--- src/rtl/counter_array_regs.vh ---
// Register map, field layout and timing constants of the counter array timebase block
`ifndef COUNTER_ARRAY_REGS_VH
`define COUNTER_ARRAY_REGS_VH

// ----------------------------------------
// Register byte offsets
// ----------------------------------------
`define MODE_OFFSET 12'h000
`define CONTROL_OFFSET 12'h004
`define COUNT_OFFSET 12'h008

// ----------------------------------------
// Mode register fields
// ----------------------------------------
`define MODE_IRQ_EN_BIT 0
`define MODE_SEL_LSB 1
`define MODE_SEL_MSB 3
`define MODE_WDOG_BIT 6
`define MODE_RESET 8'h00
`define MODE_WIDTH 8

// ----------------------------------------
// Control register fields
// ----------------------------------------
`define CTRL_RUN_BIT 6
`define CTRL_FLAG_BIT 7

// ----------------------------------------
// Timebase select codes
// ----------------------------------------
`define SEL_DIV12 3'h0
`define SEL_DIV4 3'h1
`define SEL_T0 3'h2
`define SEL_EXT_IN 3'h3
`define SEL_SYSCLK 3'h4
`define SEL_EXT_DIV8 3'h5

// ----------------------------------------
// Prescaler division ratios
// ----------------------------------------
`define DIV12_LAST 4'hb
`define DIV4_LAST 4'h3
`define EXT_DIV8_LAST 3'h7

`endif

--- src/rtl/pulse_sync.v ---
// Two-stage synchroniser with rising or falling edge pulse output
module pulse_sync #(
    parameter FALLING = 1'b0
) (
    input wire pclk,
    input wire presetn,
    input wire din,
    output reg pulse
);

    // Reset to the level that the watched edge ends on, so a pin already there at release gives no false pulse
    localparam IDLE_LEVEL = FALLING ? 1'b0 : 1'b1;

    reg meta_r;
    reg sync_r;
    reg prev_r;

    // ----------------------------------------
    // Synchroniser and edge detector
    // ----------------------------------------
    // Only sync_r and prev_r feed the detector; meta_r is read by sync_r alone
    always @(posedge pclk or negedge presetn) begin
        if (!presetn) begin
            meta_r <= IDLE_LEVEL;
            sync_r <= IDLE_LEVEL;
            prev_r <= IDLE_LEVEL;
            pulse <= 1'b0;
        end else begin
            meta_r <= din;
            sync_r <= meta_r;
            prev_r <= sync_r;
            pulse <= FALLING ? (prev_r & ~sync_r) : (sync_r & ~prev_r);
        end
    end

endmodule

--- src/rtl/counter_array_timebase.v ---
// Counter array timebase selection, 16-bit counter, overflow flag and interrupt gate behind APB
`include "counter_array_regs.vh"

// Functional notes
// - The select field picks sysclk/12, sysclk/4, timer 0 overflow, external input falling edges, sysclk or ext clock/8.
// - The external oscillator is synchronised to the system clock and then divided by eight on it before it advances the counter.
// - Bit 0 of the mode register gates the overflow flag onto the overflow interrupt request.
// - While the watchdog enable bit is 1, writes to the mode register are ignored.
module counter_array_timebase #(
    parameter CNT_WIDTH = 16
) (
    input wire pclk,
    input wire presetn,
    input wire psel,
    input wire penable,
    input wire pwrite,
    input wire [11:0] paddr,
    input wire [31:0] pwdata,
    output reg [31:0] prdata,
    output reg pready,
    output reg pslverr,
    input wire timer0_overflow,
    input wire external_count_input,
    input wire ext_osc_clk,
    output reg overflow_irq
);

    // ----------------------------------------
    // Register state
    // ----------------------------------------
    reg [`MODE_WIDTH-1:0] counter_array_mode_r;
    reg run_r;
    reg counter_overflow_flag_r;
    reg [CNT_WIDTH-1:0] count_r;
    reg [3:0] presc_r;
    reg [2:0] ext_div_r;
    reg t0_meta_r;
    reg t0_sync_r;
    reg [CNT_WIDTH-1:0] count_nxt;
    reg tick;
    reg [31:0] rdata_nxt;
    wire ext_fall_pulse;
    wire ext_div8_pulse;
    wire ext_osc_rise;
    wire [2:0] count_pulse_select;
    wire overflow_irq_enable;
    wire watchdog_enable;
    wire wr_en;
    wire rd_en;
    wire wrap;

    // Address decode used by both the write path and the read path
    function hit;
        input [11:0] addr;
        input [11:0] offs;
        begin
            hit = (addr == offs);
        end
    endfunction

    assign count_pulse_select = counter_array_mode_r[`MODE_SEL_MSB:`MODE_SEL_LSB];
    assign overflow_irq_enable = counter_array_mode_r[`MODE_IRQ_EN_BIT];
    assign watchdog_enable = counter_array_mode_r[`MODE_WDOG_BIT];
    assign wr_en = psel & penable & pwrite;
    assign rd_en = psel & ~penable & ~pwrite;

    // ----------------------------------------
    // Timebase sources
    // ----------------------------------------
    // External count input: falling edges after a two-flop synchroniser
    pulse_sync #(.FALLING(1'b1)) u_ext_in (
        .pclk(pclk),
        .presetn(presetn),
        .din(external_count_input),
        .pulse(ext_fall_pulse)
    );

    // External oscillator: rising edges are brought into pclk before anything counts them
    pulse_sync #(.FALLING(1'b0)) u_ext_osc (
        .pclk(pclk),
        .presetn(presetn),
        .din(ext_osc_clk),
        .pulse(ext_osc_rise)
    );

    // ----------------------------------------
    // Oscillator divider
    // ----------------------------------------
    // Dividing on pclk keeps the block on one clock; the cost is that the oscillator
    // must stay well below half the pclk rate, or edges slip through the synchroniser
    always @(posedge pclk or negedge presetn) begin
        if (!presetn) begin
            ext_div_r <= 3'h0;
        end else if (ext_osc_rise) begin
            ext_div_r <= ext_div_r + 3'h1;
        end
    end

    // Every eighth synchronised oscillator edge is one timebase pulse
    assign ext_div8_pulse = ext_osc_rise & (ext_div_r == `EXT_DIV8_LAST);

    // ----------------------------------------
    // Timer 0 input
    // ----------------------------------------
    // Timer 0 overflow is treated as asynchronous, so it passes two flops
    // before the multiplexer may read it; this costs two cycles of latency
    always @(posedge pclk or negedge presetn) begin
        if (!presetn) begin
            t0_meta_r <= 1'b0;
            t0_sync_r <= 1'b0;
        end else begin
            t0_meta_r <= timer0_overflow;
            t0_sync_r <= t0_meta_r;
        end
    end

    // System clock prescaler; wraps at 12 or 4 depending on the select
    // A value left above the divide-by-four limit by another select wraps at once
    always @(posedge pclk or negedge presetn) begin
        if (!presetn) begin
            presc_r <= 4'h0;
        end else if (!run_r) begin
            presc_r <= 4'h0;
        end else if ((count_pulse_select == `SEL_DIV12 && presc_r == `DIV12_LAST) ||
                     (count_pulse_select == `SEL_DIV4 && presc_r >= `DIV4_LAST)) begin
            presc_r <= 4'h0;
        end else begin
            presc_r <= presc_r + 4'h1;
        end
    end

    // ----------------------------------------
    // Timebase multiplexer
    // ----------------------------------------
    // Reserved codes select nothing so the counter holds
    always @* begin
        case (count_pulse_select)
            `SEL_DIV12: tick = (presc_r == `DIV12_LAST);
            `SEL_DIV4: tick = (presc_r == `DIV4_LAST);
            `SEL_T0: tick = t0_sync_r;
            `SEL_EXT_IN: tick = ext_fall_pulse;
            `SEL_SYSCLK: tick = 1'b1;
            `SEL_EXT_DIV8: tick = ext_div8_pulse;
            default: tick = 1'b0;
        endcase
    end

    assign wrap = run_r & tick & (count_r == {CNT_WIDTH{1'b1}});

    always @* begin
        count_nxt = count_r;
        if (run_r && tick) begin
            count_nxt = count_r + {{(CNT_WIDTH-1){1'b0}}, 1'b1};
        end
    end

    // ----------------------------------------
    // Register writes, counter and flag
    // ----------------------------------------
    always @(posedge pclk or negedge presetn) begin
        if (!presetn) begin
            counter_array_mode_r <= `MODE_RESET;
            run_r <= 1'b0;
            counter_overflow_flag_r <= 1'b0;
            count_r <= {CNT_WIDTH{1'b0}};
        end else begin
            // Mode register is frozen while the watchdog bit is set
            if (wr_en && hit(paddr, `MODE_OFFSET) && !watchdog_enable) begin
                counter_array_mode_r <= pwdata[`MODE_WIDTH-1:0];
            end
            if (wr_en && hit(paddr, `CONTROL_OFFSET)) begin
                run_r <= pwdata[`CTRL_RUN_BIT];
            end
            // A wrap in the same cycle as a software clear keeps the flag set
            if (wrap) begin
                counter_overflow_flag_r <= 1'b1;
            end else if (wr_en && hit(paddr, `CONTROL_OFFSET)) begin
                counter_overflow_flag_r <= pwdata[`CTRL_FLAG_BIT];
            end
            if (wr_en && hit(paddr, `COUNT_OFFSET)) begin
                count_r <= pwdata[CNT_WIDTH-1:0];
            end else begin
                count_r <= count_nxt;
            end
        end
    end

    // ----------------------------------------
    // Read path and bus answer
    // ----------------------------------------
    always @* begin
        rdata_nxt = 32'h0000_0000;
        if (hit(paddr, `MODE_OFFSET)) begin
            rdata_nxt[`MODE_WIDTH-1:0] = counter_array_mode_r;
        end else if (hit(paddr, `CONTROL_OFFSET)) begin
            rdata_nxt[`CTRL_FLAG_BIT] = counter_overflow_flag_r;
            rdata_nxt[`CTRL_RUN_BIT] = run_r;
        end else if (hit(paddr, `COUNT_OFFSET)) begin
            rdata_nxt[CNT_WIDTH-1:0] = count_r;
        end
    end

    // Registered answer: pready rises in the first access cycle, so no wait state
    always @(posedge pclk or negedge presetn) begin
        if (!presetn) begin
            prdata <= 32'h0000_0000;
            pready <= 1'b0;
            pslverr <= 1'b0;
            overflow_irq <= 1'b0;
        end else begin
            pready <= psel & ~penable;
            pslverr <= psel & ~penable & ~(hit(paddr, `MODE_OFFSET) | hit(paddr, `CONTROL_OFFSET) |
                       hit(paddr, `COUNT_OFFSET));
            if (rd_en) begin
                prdata <= rdata_nxt;
            end
            overflow_irq <= overflow_irq_enable & counter_overflow_flag_r;
        end
    end

endmodule

--- config.mk ---
export PLATFORM = sky130hd
export DESIGN_NAME = counter_array_timebase
export DESIGN_NICKNAME = d
export VERILOG_FILES = /design/src/rtl/pulse_sync.v /design/src/rtl/counter_array_timebase.v
export VERILOG_INCLUDE_DIRS = /design/src /design/src/rtl
export SDC_FILE = /design/constraint.sdc
export NUM_CORES = 1
export LEC_CHECK = 0
export BUFFER_PORTS_ARGS = -buffer_cell sky130_fd_sc_hd__buf_2
export CORE_UTILIZATION = 51
export CTS_CLUSTER_SIZE = 25
export DETAILED_ROUTE_END_ITERATION = 6
export GPL_TIMING_DRIVEN = 1
export PLACE_DENSITY = 0.88
export SETUP_SLACK_MARGIN = 0.5
export SLEW_MARGIN = 30
export SYNTH_ARGS = -nofsm -noshare
export SYNTH_HDL_FRONTEND = slang
export SYNTH_SLANG_ARGS = --single-unit
--- constraint.sdc ---
create_clock -name pclk -period 2.5 [get_ports pclk]
set_input_delay 0.125 -clock pclk [delete_from_list [all_inputs] [get_ports pclk]]
set_output_delay 0.125 -clock pclk [all_outputs]
set_load 0.01 [all_outputs]
# ---- After elaboration in Yosys (flattened, before gate mapping)
# Index checks and enable logic that the tools add are counted.
dict set report totals {
  reg_bits 62
  inputBits 52
  out_inout_bits 35
  wordCells 79
}
dict set report classes {
  n_addsub 3
  n_lt_le_gt_ge 1
  n_eq_ne 11
  n_mux 13
  bitwise_logic 18
  reduce_logical 13
}
# op n
set op_table {}
lappend op_table {{16-bit 2-to-1 mux} 3}
lappend op_table {{8-bit 2-to-1 mux} 3}
lappend op_table {{16-bit by 1-bit adder with 16-bit output (second input constant)} 1}
lappend op_table {{16-bit equality test (second input constant)} 1}
lappend op_table {{12-bit by 3-bit equality test with 1-bit output (second input constant)} 1}
lappend op_table {{12-bit by 4-bit equality test with 1-bit output (second input constant)} 1}
lappend op_table {{12-bit zero test} 1}
lappend op_table {{1-bit bitwise AND} 11}
lappend op_table {{3-bit equality test (second input constant)} 3}
lappend op_table {{4-bit 2-to-1 mux} 2}
lappend op_table {{1-bit logical AND} 7}
lappend op_table {{3-bit by 2-bit equality test with 1-bit output (second input constant)} 2}
lappend op_table {{6-bit 2-to-1 mux} 1}
lappend op_table {{1-bit one-hot mux with 6 select lines} 1}
lappend op_table {{1-bit inverter} 5}
lappend op_table {{4-bit by 1-bit adder with 4-bit output (second input constant)} 1}
lappend op_table {{4-bit by 2-bit equality test with 1-bit output (second input constant)} 1}
lappend op_table {{4-bit equality test (second input constant)} 1}
lappend op_table {{4-bit by 2-bit greater-or-equal comparator with 1-bit output (second input constant)} 1}
lappend op_table {{2-bit nonzero test} 2}
lappend op_table {{3-bit by 1-bit adder with 3-bit output (second input constant)} 1}
lappend op_table {{3-bit by 1-bit equality test with 1-bit output (second input constant)} 1}
lappend op_table {{3-bit zero test} 1}
lappend op_table {{1-bit 2-to-1 mux} 2}
lappend op_table {{4 further kinds} 5}

# ---- Logic depth before layout (Yosys ltp)
# Gate-level depths: netlist of the first run.
dict set report depth {
  ltp_word 6
  depth_mapped 8
}

# ---- Cells and area by module
# A second synthesis of the first run with hierarchy kept.
dict set report unflattened {
  hier_cells 289
  area_unflattened_um2 2977.9
}
# module instances cells_each area_per_inst_um2
set by_module_without_submodules {}
lappend by_module_without_submodules {counter_array_timebase 1 279 2746.4}
lappend by_module_without_submodules {{pulse_sync (u_ext_osc)} 1 5 117.6}
lappend by_module_without_submodules {{pulse_sync (u_ext_in)} 1 5 113.9}

# ---- Worst setup path after synthesis of the first run
# OpenSTA, ideal clock, no wires.
dict set report synth_path {
  kind {register to register}
  startpoint {reg ext_div_r[0]}
  endpoint {reg count_r[1]}
  setup_ns 0.137
  arrival_ns 1.633
  required_ns 2.363
  path_slack_ns 0.730
  path_stages_with_launch 9
  path_buffers 1
  period_less_slack_ns 1.770
  cell_sequence {dfrtp_1 > ha_1 > ha_1 > nand3_1 > a32oi_2 > buf_4 > o21ai_1 > mux2i_1 > a21oi_1}
}
dict set report synth_between {
  elab_chain_cells 5
}
# element line_no
set synth_rtl {}
lappend synth_rtl {{start: declaration} counter_array_timebase.v:36} ;# reg [2:0] ext_div_r;
lappend synth_rtl {{start signal: assignment} counter_array_timebase.v:95} ;# ext_div_r <= ext_div_r + 3'h1;
lappend synth_rtl {{3-bit equality test (no source line)} --}
lappend synth_rtl {{1-bit bitwise AND} counter_array_timebase.v:100} ;# assign ext_div8_pulse = ext_osc_rise & (ext_div_r == `EXT_DIV8_LAST);
lappend synth_rtl {{1-bit one-hot mux with 6 select lines} counter_array_timebase.v:137} ;# case (count_pulse_select)
lappend synth_rtl {{1-bit logical AND} counter_array_timebase.v:152} ;# if (run_r && tick) begin
lappend synth_rtl {{2-bit nonzero test (no source line)} --}
lappend synth_rtl {{end signal: assignment} counter_array_timebase.v:165} ;# count_r <= {CNT_WIDTH{1'b0}};
lappend synth_rtl {{end signal: assignment} counter_array_timebase.v:181} ;# count_r <= pwdata[CNT_WIDTH-1:0];
lappend synth_rtl {{end signal: assignment} counter_array_timebase.v:183} ;# count_r <= count_nxt;
lappend synth_rtl {{end: declaration} counter_array_timebase.v:34} ;# reg [CNT_WIDTH-1:0] count_r;
# No other way between the ends.
# A chain may end at the register's enable or synchronous reset.

# ---- Worst setup path in the final report of the first run
dict set report layout_path {
  startpoint {reg ext_div_r[0]}
  endpoint {reg count_r[12]}
}
# Same word-level chain as after synthesis.

==> flow_summary.ini, run 1 <==
[synth]
async_flop_share = 1.00
synthMuxAreaShare = 0.0515
ys_seq_area_frac = 0.524
yosys.area_share.adder = 0.0169
yosysMostFrequentCell = dfrtp_1
synth_top_family_by_area = simple AND/OR/NAND/NOR gates
synthTopCellsByArea = dfrtp_1 50%, nor2_1 5.2%, buf_4 4.8%
synthesis.instances = 284
post_synth_xor_area_fraction = 0.0473
yosysTopAreaCellShare = 0.498
synth_edf_count = 0
synth.largest_area_cell = dfrtp_1
syn_area_per_cell_um2 = 10.4
ys_types = 42
synth.top_cells.by_count = 59 x dfrtp_1, 41 x nor2_1, 23 x nand2_1, 19 x buf_4, 17 x a21oi_1
compound_gate_portion_of_the_synthesized_area = 0.124
synth.cell_area_um2 = 2970
yosys_register_bits = 62
synth_flop_cell = dfrtp_1
post_synth_and_or_nand_nor_area_fraction = 0.167
synth-warning-count = 0

[cts]
cts_bufs_inserted = 9
h-tree-depth = 3
worst_skew_pair.late_latency_ps = 340
cts_sinks = 62
cts_tree = yes
cts.path.max_buffers = 2
path_clk_slew_ps = 60
clock_tree.root_cell = clkbuf_8

[global_routing]
grt.overflow.total = 0
grt.total_usage = 0.217
first_pass_grt_wire_length_um = 10100
largest_net_degree_at_the_start_of_global_routing = 63
grt_pass1_vias = 2264
antenna_found_initial = 0

[cells_and_area]
final_layout_size_suffix_gt1_frac = 0.285
area.growth.synth_to_final_pct = 19.3
design.final.nets = 405
fillers = 429
antenna_cells_inserted = 0

[worst_hold_path]
hp-class = input pin to register
min_delay_path_depth = 3
holdPathEnd = count_r[8]$_DFFE_PN0P_
hp-start = pwdata[8]

[drt]
wl_met2_um = 2990
routed.top_layer = met4
drc_errors = 0
route.met3.wl_um = 422
detailroute.via_count = 2344
wl_met1_um = 2580
ant_nets = 0
first_iter_violations = 189
detail_route.vias_per_cell = 5.50
drt_pass1_iterations = 5
routed_wirelength_um = 6240
wl_per_cell_um = 14.6

[power_and_ir_drop]
flop_pwr_share = 0.506
power.clock.fraction = 0.401
internal-power_mw = 1.64
cellPowerDensity_nw_per_um2 = 605
power.combinational.fraction = 0.093
power.total_mw = 2.14
switching_share = 0.236
p_leak_nw = 1.66
peakVddDrop_mv = 0.291
switchingPower_mw = 0.504

[sta]
rsz0062_at_grt = true
final_period_demand_of_the_worst_path_ps = 1940
finalCritPeriodShare = 0.775
final.setup_skew_ps = 8.77
hold-worst-slack_ps = 33.2
number_of_hold_slack_violations_in_the_final_timing_report = 0
transition_time_at_the_pin_with_the_least_slew_margin_ps = 758
timing.slew.headroom = 0.495
fmaxAchievable_mhz = 516
setup_viol = 0
final_max_slew_viol_count = 0
fin_setup_tns_ps = 0

[setup_path]
setup.worst_path.end_class = register
reg2regPathDepth = 9
worstSetupStartpoint = ext_div_r[0]$_DFFE_PN0P_
worstPathRequired_ps = 2710
worst_path_max_fanout = 5
rr_endpoint = count_r[12]$_DFFE_PN0P_
cp.arrival_ps = 2150
setup.reg_to_reg.worst_slack_ps = 560
timing_worst_setup_path_type = register to register
r2r-start = ext_div_r[0]$_DFFE_PN0P_
setup.worst_path.start_class = register

[floorplan]
die_area_um2 = 6120
floorplan.die.height_um = 78.3
core_region_area_um2 = 5540
initial_core_util = 0.535
standard_cell_rows = 27
pin_count = 87
chipWidth_um = 78.3

[job]
maxcap_violations = 0

[place]
total_half_perimeter_wirelength_after_legalization_and_detailed_placement_um = 4220
finalWeightedCongestion = 0.814
port_buffers = 54

[outcome]
run_status = finished clean
==> cell usage in the layout (no fill, tap or decap), drive strengths merged, types with 10 or more instances in the layout <==
master / synthesis / routed
a21oi: 17 / 17
buf: 22 / 64
clkbuf: 7 / 12
conb: 1 / 16
dfrtp: 59 / 59
mux2: 10 / 10
nand2: 23 / 23
nand3: 12 / 12
nor2: 41 / 41
xor2: 15 / 15
==> how the worst max path moves through the flow <==
stage | to | slack [ps] | cells after the start
2_1_floorplan | count_r[1]$_DFFE_PN0P_ | 730 | 8
5_1_grt | count_r[14]$_DFFE_PN0P_ | 500 | 8
3_3_place_gp | count_r[11]$_DFFE_PN0P_ | 650 | 8
6_report | count_r[12]$_DFFE_PN0P_ | 560 | 9
4_1_cts | count_r[14]$_DFFE_PN0P_ | 570 | 8
3_5_place_dp | count_r[14]$_DFFE_PN0P_ | 600 | 8
==> sequential cells by signal, indices dropped and copies added, names as in the netlist, 3 cells and up <==
register / count
ext_div_r: 3
count_r: 16
counter_array_mode_r: 8
presc_r: 4
prdata: 16
==> layer usage <==
layer / vias up / track usage
li1: 1094 / -
met1: 1108 / 0.261
met2: 116 / 0.346
met3: 26 / 0.0686
met4: 0 / 0.120
met5: - / 0
==> repair_timing <==
action / 4_1_cts / 5_1_grt
hold buffers: 4 / 0
resized for setup: 0 / 6
setup buffers: 0 / 3
endpoints found under the setup margin: 0 / 2
endpoints found under the hold margin: 62 / 0
==> critical path, stage by stage, from the launching register on <==
cell	delay, ps
dfrtp_1	380
ha_2	180
ha_1	180
nand3_1	100
a32oi_2	140
buf_6	170
buf_4	140
o2111ai_1	240
xor2_1	190
a21oi_1	90
==> cells by family after synthesis <==
group | count (synthesis)
xor gates and xnor gates | 16
DFF | 62
muxes | 14
buffers and inverters | 34
and+or+nand+nor | 103
adders and majority gates | 4
other | 1
AOI/OAI and AO/OA | 50
==> stage by stage <==
stage	std cells	area (um^2)	setup WS [ps]	utilization
after floorplan	299	3020	730	-
after global placement	402	3240	651	0.585
after detailed placement	402	3240	599	0.585
after CTS	422	3480	570	0.627
after global routing	426	3540	497	0.639
final	426	3540	561	0.639
==> power groups by stage <==
stage | logic, mW | registers (mW) | clock network [mW]
floorplan | 0.104 | 1.11 | 0
global placement | 0.169 | 1.10 | 0
detailed placement | 0.177 | 1.10 | 0
CTS | 0.184 | 1.08 | 0.872
global route | 0.224 | 1.09 | 0.912
finish | 0.198 | 1.08 | 0.859
==> layout make-up <==
| class | instances | area [um^2] | share of cell area |
|---|---|---|---|
| inverter | 5 | 18.8 | 0.00530 |
| multi-input combinational | 203 | 1290 | 0.366 |
| clock buffer | 12 | 145 | 0.0410 |
| clock inverter | 4 | 47.5 | 0.0134 |
| sequential | 62 | 1560 | 0.440 |
| tap | 72 | 90.1 | 0.0255 |
| timing repair buffer | 68 | 387 | 0.109 |
Power figures use the tool's default switching activity.
==> run 2: changes to the inputs <==
--- a/config.mk
+++ b/config.mk
@@ -6,12 +6,13 @@
 export SDC_FILE = /design/constraint.sdc
 export NUM_CORES = 1
 export LEC_CHECK = 0
+export ABC_AREA = 1
 export BUFFER_PORTS_ARGS = -buffer_cell sky130_fd_sc_hd__buf_2
-export CORE_UTILIZATION = 51
+export CORE_UTILIZATION = 48
 export CTS_CLUSTER_SIZE = 25
 export DETAILED_ROUTE_END_ITERATION = 6
 export GPL_TIMING_DRIVEN = 1
-export PLACE_DENSITY = 0.88
+export PLACE_DENSITY = 0.85
 export SETUP_SLACK_MARGIN = 0.5
 export SLEW_MARGIN = 30
 export SYNTH_ARGS = -nofsm -noshare
==> constraint.sdc (replaced) <==
create_clock -name pclk -period 1.57 [get_ports pclk]
set_input_delay 0.0785 -clock pclk [delete_from_list [all_inputs] [get_ports pclk]]
set_output_delay 0.0785 -clock pclk [all_outputs]
set_load 0.01 [all_outputs]
==> run 2 against run 1 <==
  * The run now ends with hold timing left
  * Sequential cell count did not move
  * Wire length increased by 30%
  * Final area increased by 20%
  * Synthesized area rose by 12%
  * Critical path depth is the same
  * Largest cell class is now multi-input gates
  * Count of clock-buffer cells in the layout down 2
  * Final cell count increased by 37%
  * Critical path type unchanged
  * Utilization is 0.85 points lower
  * Largest power group unchanged
==> flow_summary.ini, run 2 <==
[outcome]
run_status = finished with violations
violations = hold timing

[cts]
path_clk_slew_ps = 70
cts_sinks = 62
cts_tree = yes
cts.path.max_buffers = 2
h-tree-depth = 3
cts_bufs_inserted = 9
worst_skew_pair.late_latency_ps = 350
clock_tree.root_cell = clkbuf_8

[sta]
final.setup_skew_ps = 7.22
setup_viol = 0
final_period_demand_of_the_worst_path_ps = 1530
hold-worst-slack_ps = -5.51
number_of_hold_slack_violations_in_the_final_timing_report = 2
final_max_slew_viol_count = 0
timing.slew.headroom = 0.617
finalCritPeriodShare = 0.976
transition_time_at_the_pin_with_the_least_slew_margin_ps = 575
fin_setup_tns_ps = 0
finalWorstSetupSlack_ps = 38.0
rsz0062_at_grt = true
fmaxAchievable_mhz = 653

[drt]
wl_per_cell_um = 14.0
detail_route.vias_per_cell = 5.33
detailroute.via_count = 3103
drc_errors = 0
first_iter_violations = 173
drt_pass1_iterations = 4
routed_wirelength_um = 8140
ant_nets = 0

[floorplan]
core_region_area_um2 = 6760
die_area_um2 = 7280
standard_cell_rows = 30
initial_core_util = 0.494
floorplan.die.height_um = 85.3
pin_count = 87
chipWidth_um = 85.3

[cells_and_area]
most_frequent_cells_in_the_layout = 88 x nand2_1, 58 x nand3_1, 58 x dfrtp_1
final_design_area_no_fill_um2 = 4260
area.growth.synth_to_final_pct = 27.7
layout_commonest_cell = nand2_1
fillers = 547
utilization = 0.630
regArea_um2 = 1560
post_layout_nonfiller_instances = 582
design.final.nets = 553
layout_top_registers = count_r: 16 flops, prdata: 16 flops, counter_array_mode_r: 8 flops
final_layout_size_suffix_gt1_frac = 0.297
antenna_cells_inserted = 0
multiInputGateArea_um2 = 1670

[synth]
async_flop_share = 1.00
ys_seq_area_frac = 0.466
synthesis.instances = 411
yosysTopAreaCellShare = 0.443
synth_flop_cell = dfrtp_1
synth.top_cells.by_count = 93 x nand2_1, 70 x nand3_1, 59 x dfrtp_1, 40 x inv_1, 35 x nor2_1
synth_edf_count = 0
yosys_register_bits = 62
synthTopCellsByArea = dfrtp_1 44%, nand3_1 11%, nand2_1 10%
yosysMostFrequentCell = nand2_1
synth.largest_area_cell = dfrtp_1
syn_area_per_cell_um2 = 8.11
synth-warning-count = 0
synth.cell_area_um2 = 3330
ys_types = 35

[job]
maxcap_violations = 0

[setup_path]
setup.worst_path.end_class = register
timing_worst_setup_path_type = register to register
cpMaxStageDelayCell = dfrtp_1
critical-path-max-stage-delay_ps = 420
worst_path_max_fanout = 7
setup.reg_to_reg.worst_slack_ps = 40
cp.arrival_ps = 1810
timing.critical_path.cells = ha_4 > nand2_1 > nor2_1 > nor2_1 > nand2_4 > nand2_8 > clkbuf_16 > nand3_2 > nand3_2
setup.worst_path.start_class = register
worstPathRequired_ps = 1850

[power_and_ir_drop]
peakVddDrop_mv = 0.499
cellPowerDensity_nw_per_um2 = 1070
power.total_mw = 4.54
p_leak_nw = 2.21

[place]
dpl-instance-area_um2 = 3780
finalWeightedCongestion = 0.921
place_worst_setup_slack_ps = 52.3
port_buffers = 54
total_half_perimeter_wirelength_after_legalization_and_detailed_placement_um = 5780
placedCellCount = 551

[global_routing]
antenna_found_initial = 0
largest_net_degree_at_the_start_of_global_routing = 27
first_pass_grt_wire_length_um = 13100
grt_pass1_vias = 2909
grt.total_usage = 0.232
grt.overflow.total = 0

[worst_hold_path]
hp-class = input pin to register
-- run 2: path summary, 6_finish.rpt --
kind,from,endpoint,cells after the start
max,presc_r[1]$_DFF_PN0_,count_r[2]$_DFFE_PN0P_,9
min,pwdata[1],counter_array_mode_r[1]$_DFFE_PN0P_,3
max reg2reg,presc_r[1]$_DFF_PN0_,count_r[2]$_DFFE_PN0P_,9
min reg2reg,u_ext_in.meta_r$_DFF_PN0_,u_ext_in.sync_r$_DFF_PN0_,0
max in group asynchronous,presetn,counter_array_mode_r[7]$_DFFE_PN0P_,3
min in group asynchronous,presetn,prdata[10]$_DFFE_PN0P_,2
-- run 2: area by class of cell --
class                           count  area share
Multi-Input combinational cell    296       0.393
Sequential cell                    62       0.366
Timing Repair Buffer               85       0.131
Inverter                           43      0.0379
Clock buffer                       10      0.0323
Tap cell                           80      0.0235
Clock inverter                      6      0.0165
-- run 2: routing by layer --
| layer | part of all wire | track usage | up-vias | wire (um) |
|---|---|---|---|---|
| met5 | 0 | 0 | - | 0 |
| met4 | 0.017 | 0.0848 | 0 | 138 |
| met3 | 0.058 | 0.0438 | 13 | 474 |
| met2 | 0.48 | 0.391 | 120 | 3930 |
| met1 | 0.44 | 0.300 | 1481 | 3600 |
| li1 | - | - | 1489 | - |
-- run 2: worst max-delay path: cells and delay by family (launching register included) --
kind / cells / cell delay [ps]
buf+inv: 1 / 160
simple gates: 7 / 700
flops: 1 / 420
fa+ha+maj: 1 / 190
-- run 2: timing repair --
item	in CTS	in global routing
buffers inserted	3	2
gates cloned	0	1
hold buffers	9	0
pin swaps	2	9
endpoints found under the hold margin	28	0
endpoints found under the setup margin	30	36
gates resized for setup	9	25
-- run 2: where the power goes --
group	switching (mW)	internal [mW]	leakage (nW)	total, mW
Sequential	0.218	1.80	0.746	2.02
Combinational	0.576	0.481	1.37	1.06
Clock	0.679	0.783	0.0951	1.46
Total	1.47	3.07	2.21	4.54
-- run 2: cells by family after synthesis --
kind of cell	count (synthesis)	synth area share
buffers and inverters	68	0.101
other	1	0.00112
AO/OA/AOI/OAI	33	0.0585
AND/OR/NAND/NOR	232	0.328
flip-flops	62	0.466
XOR/XNOR	9	0.0236
multiplexers	2	0.00675
adder cells (fa/ha/maj)	4	0.0150
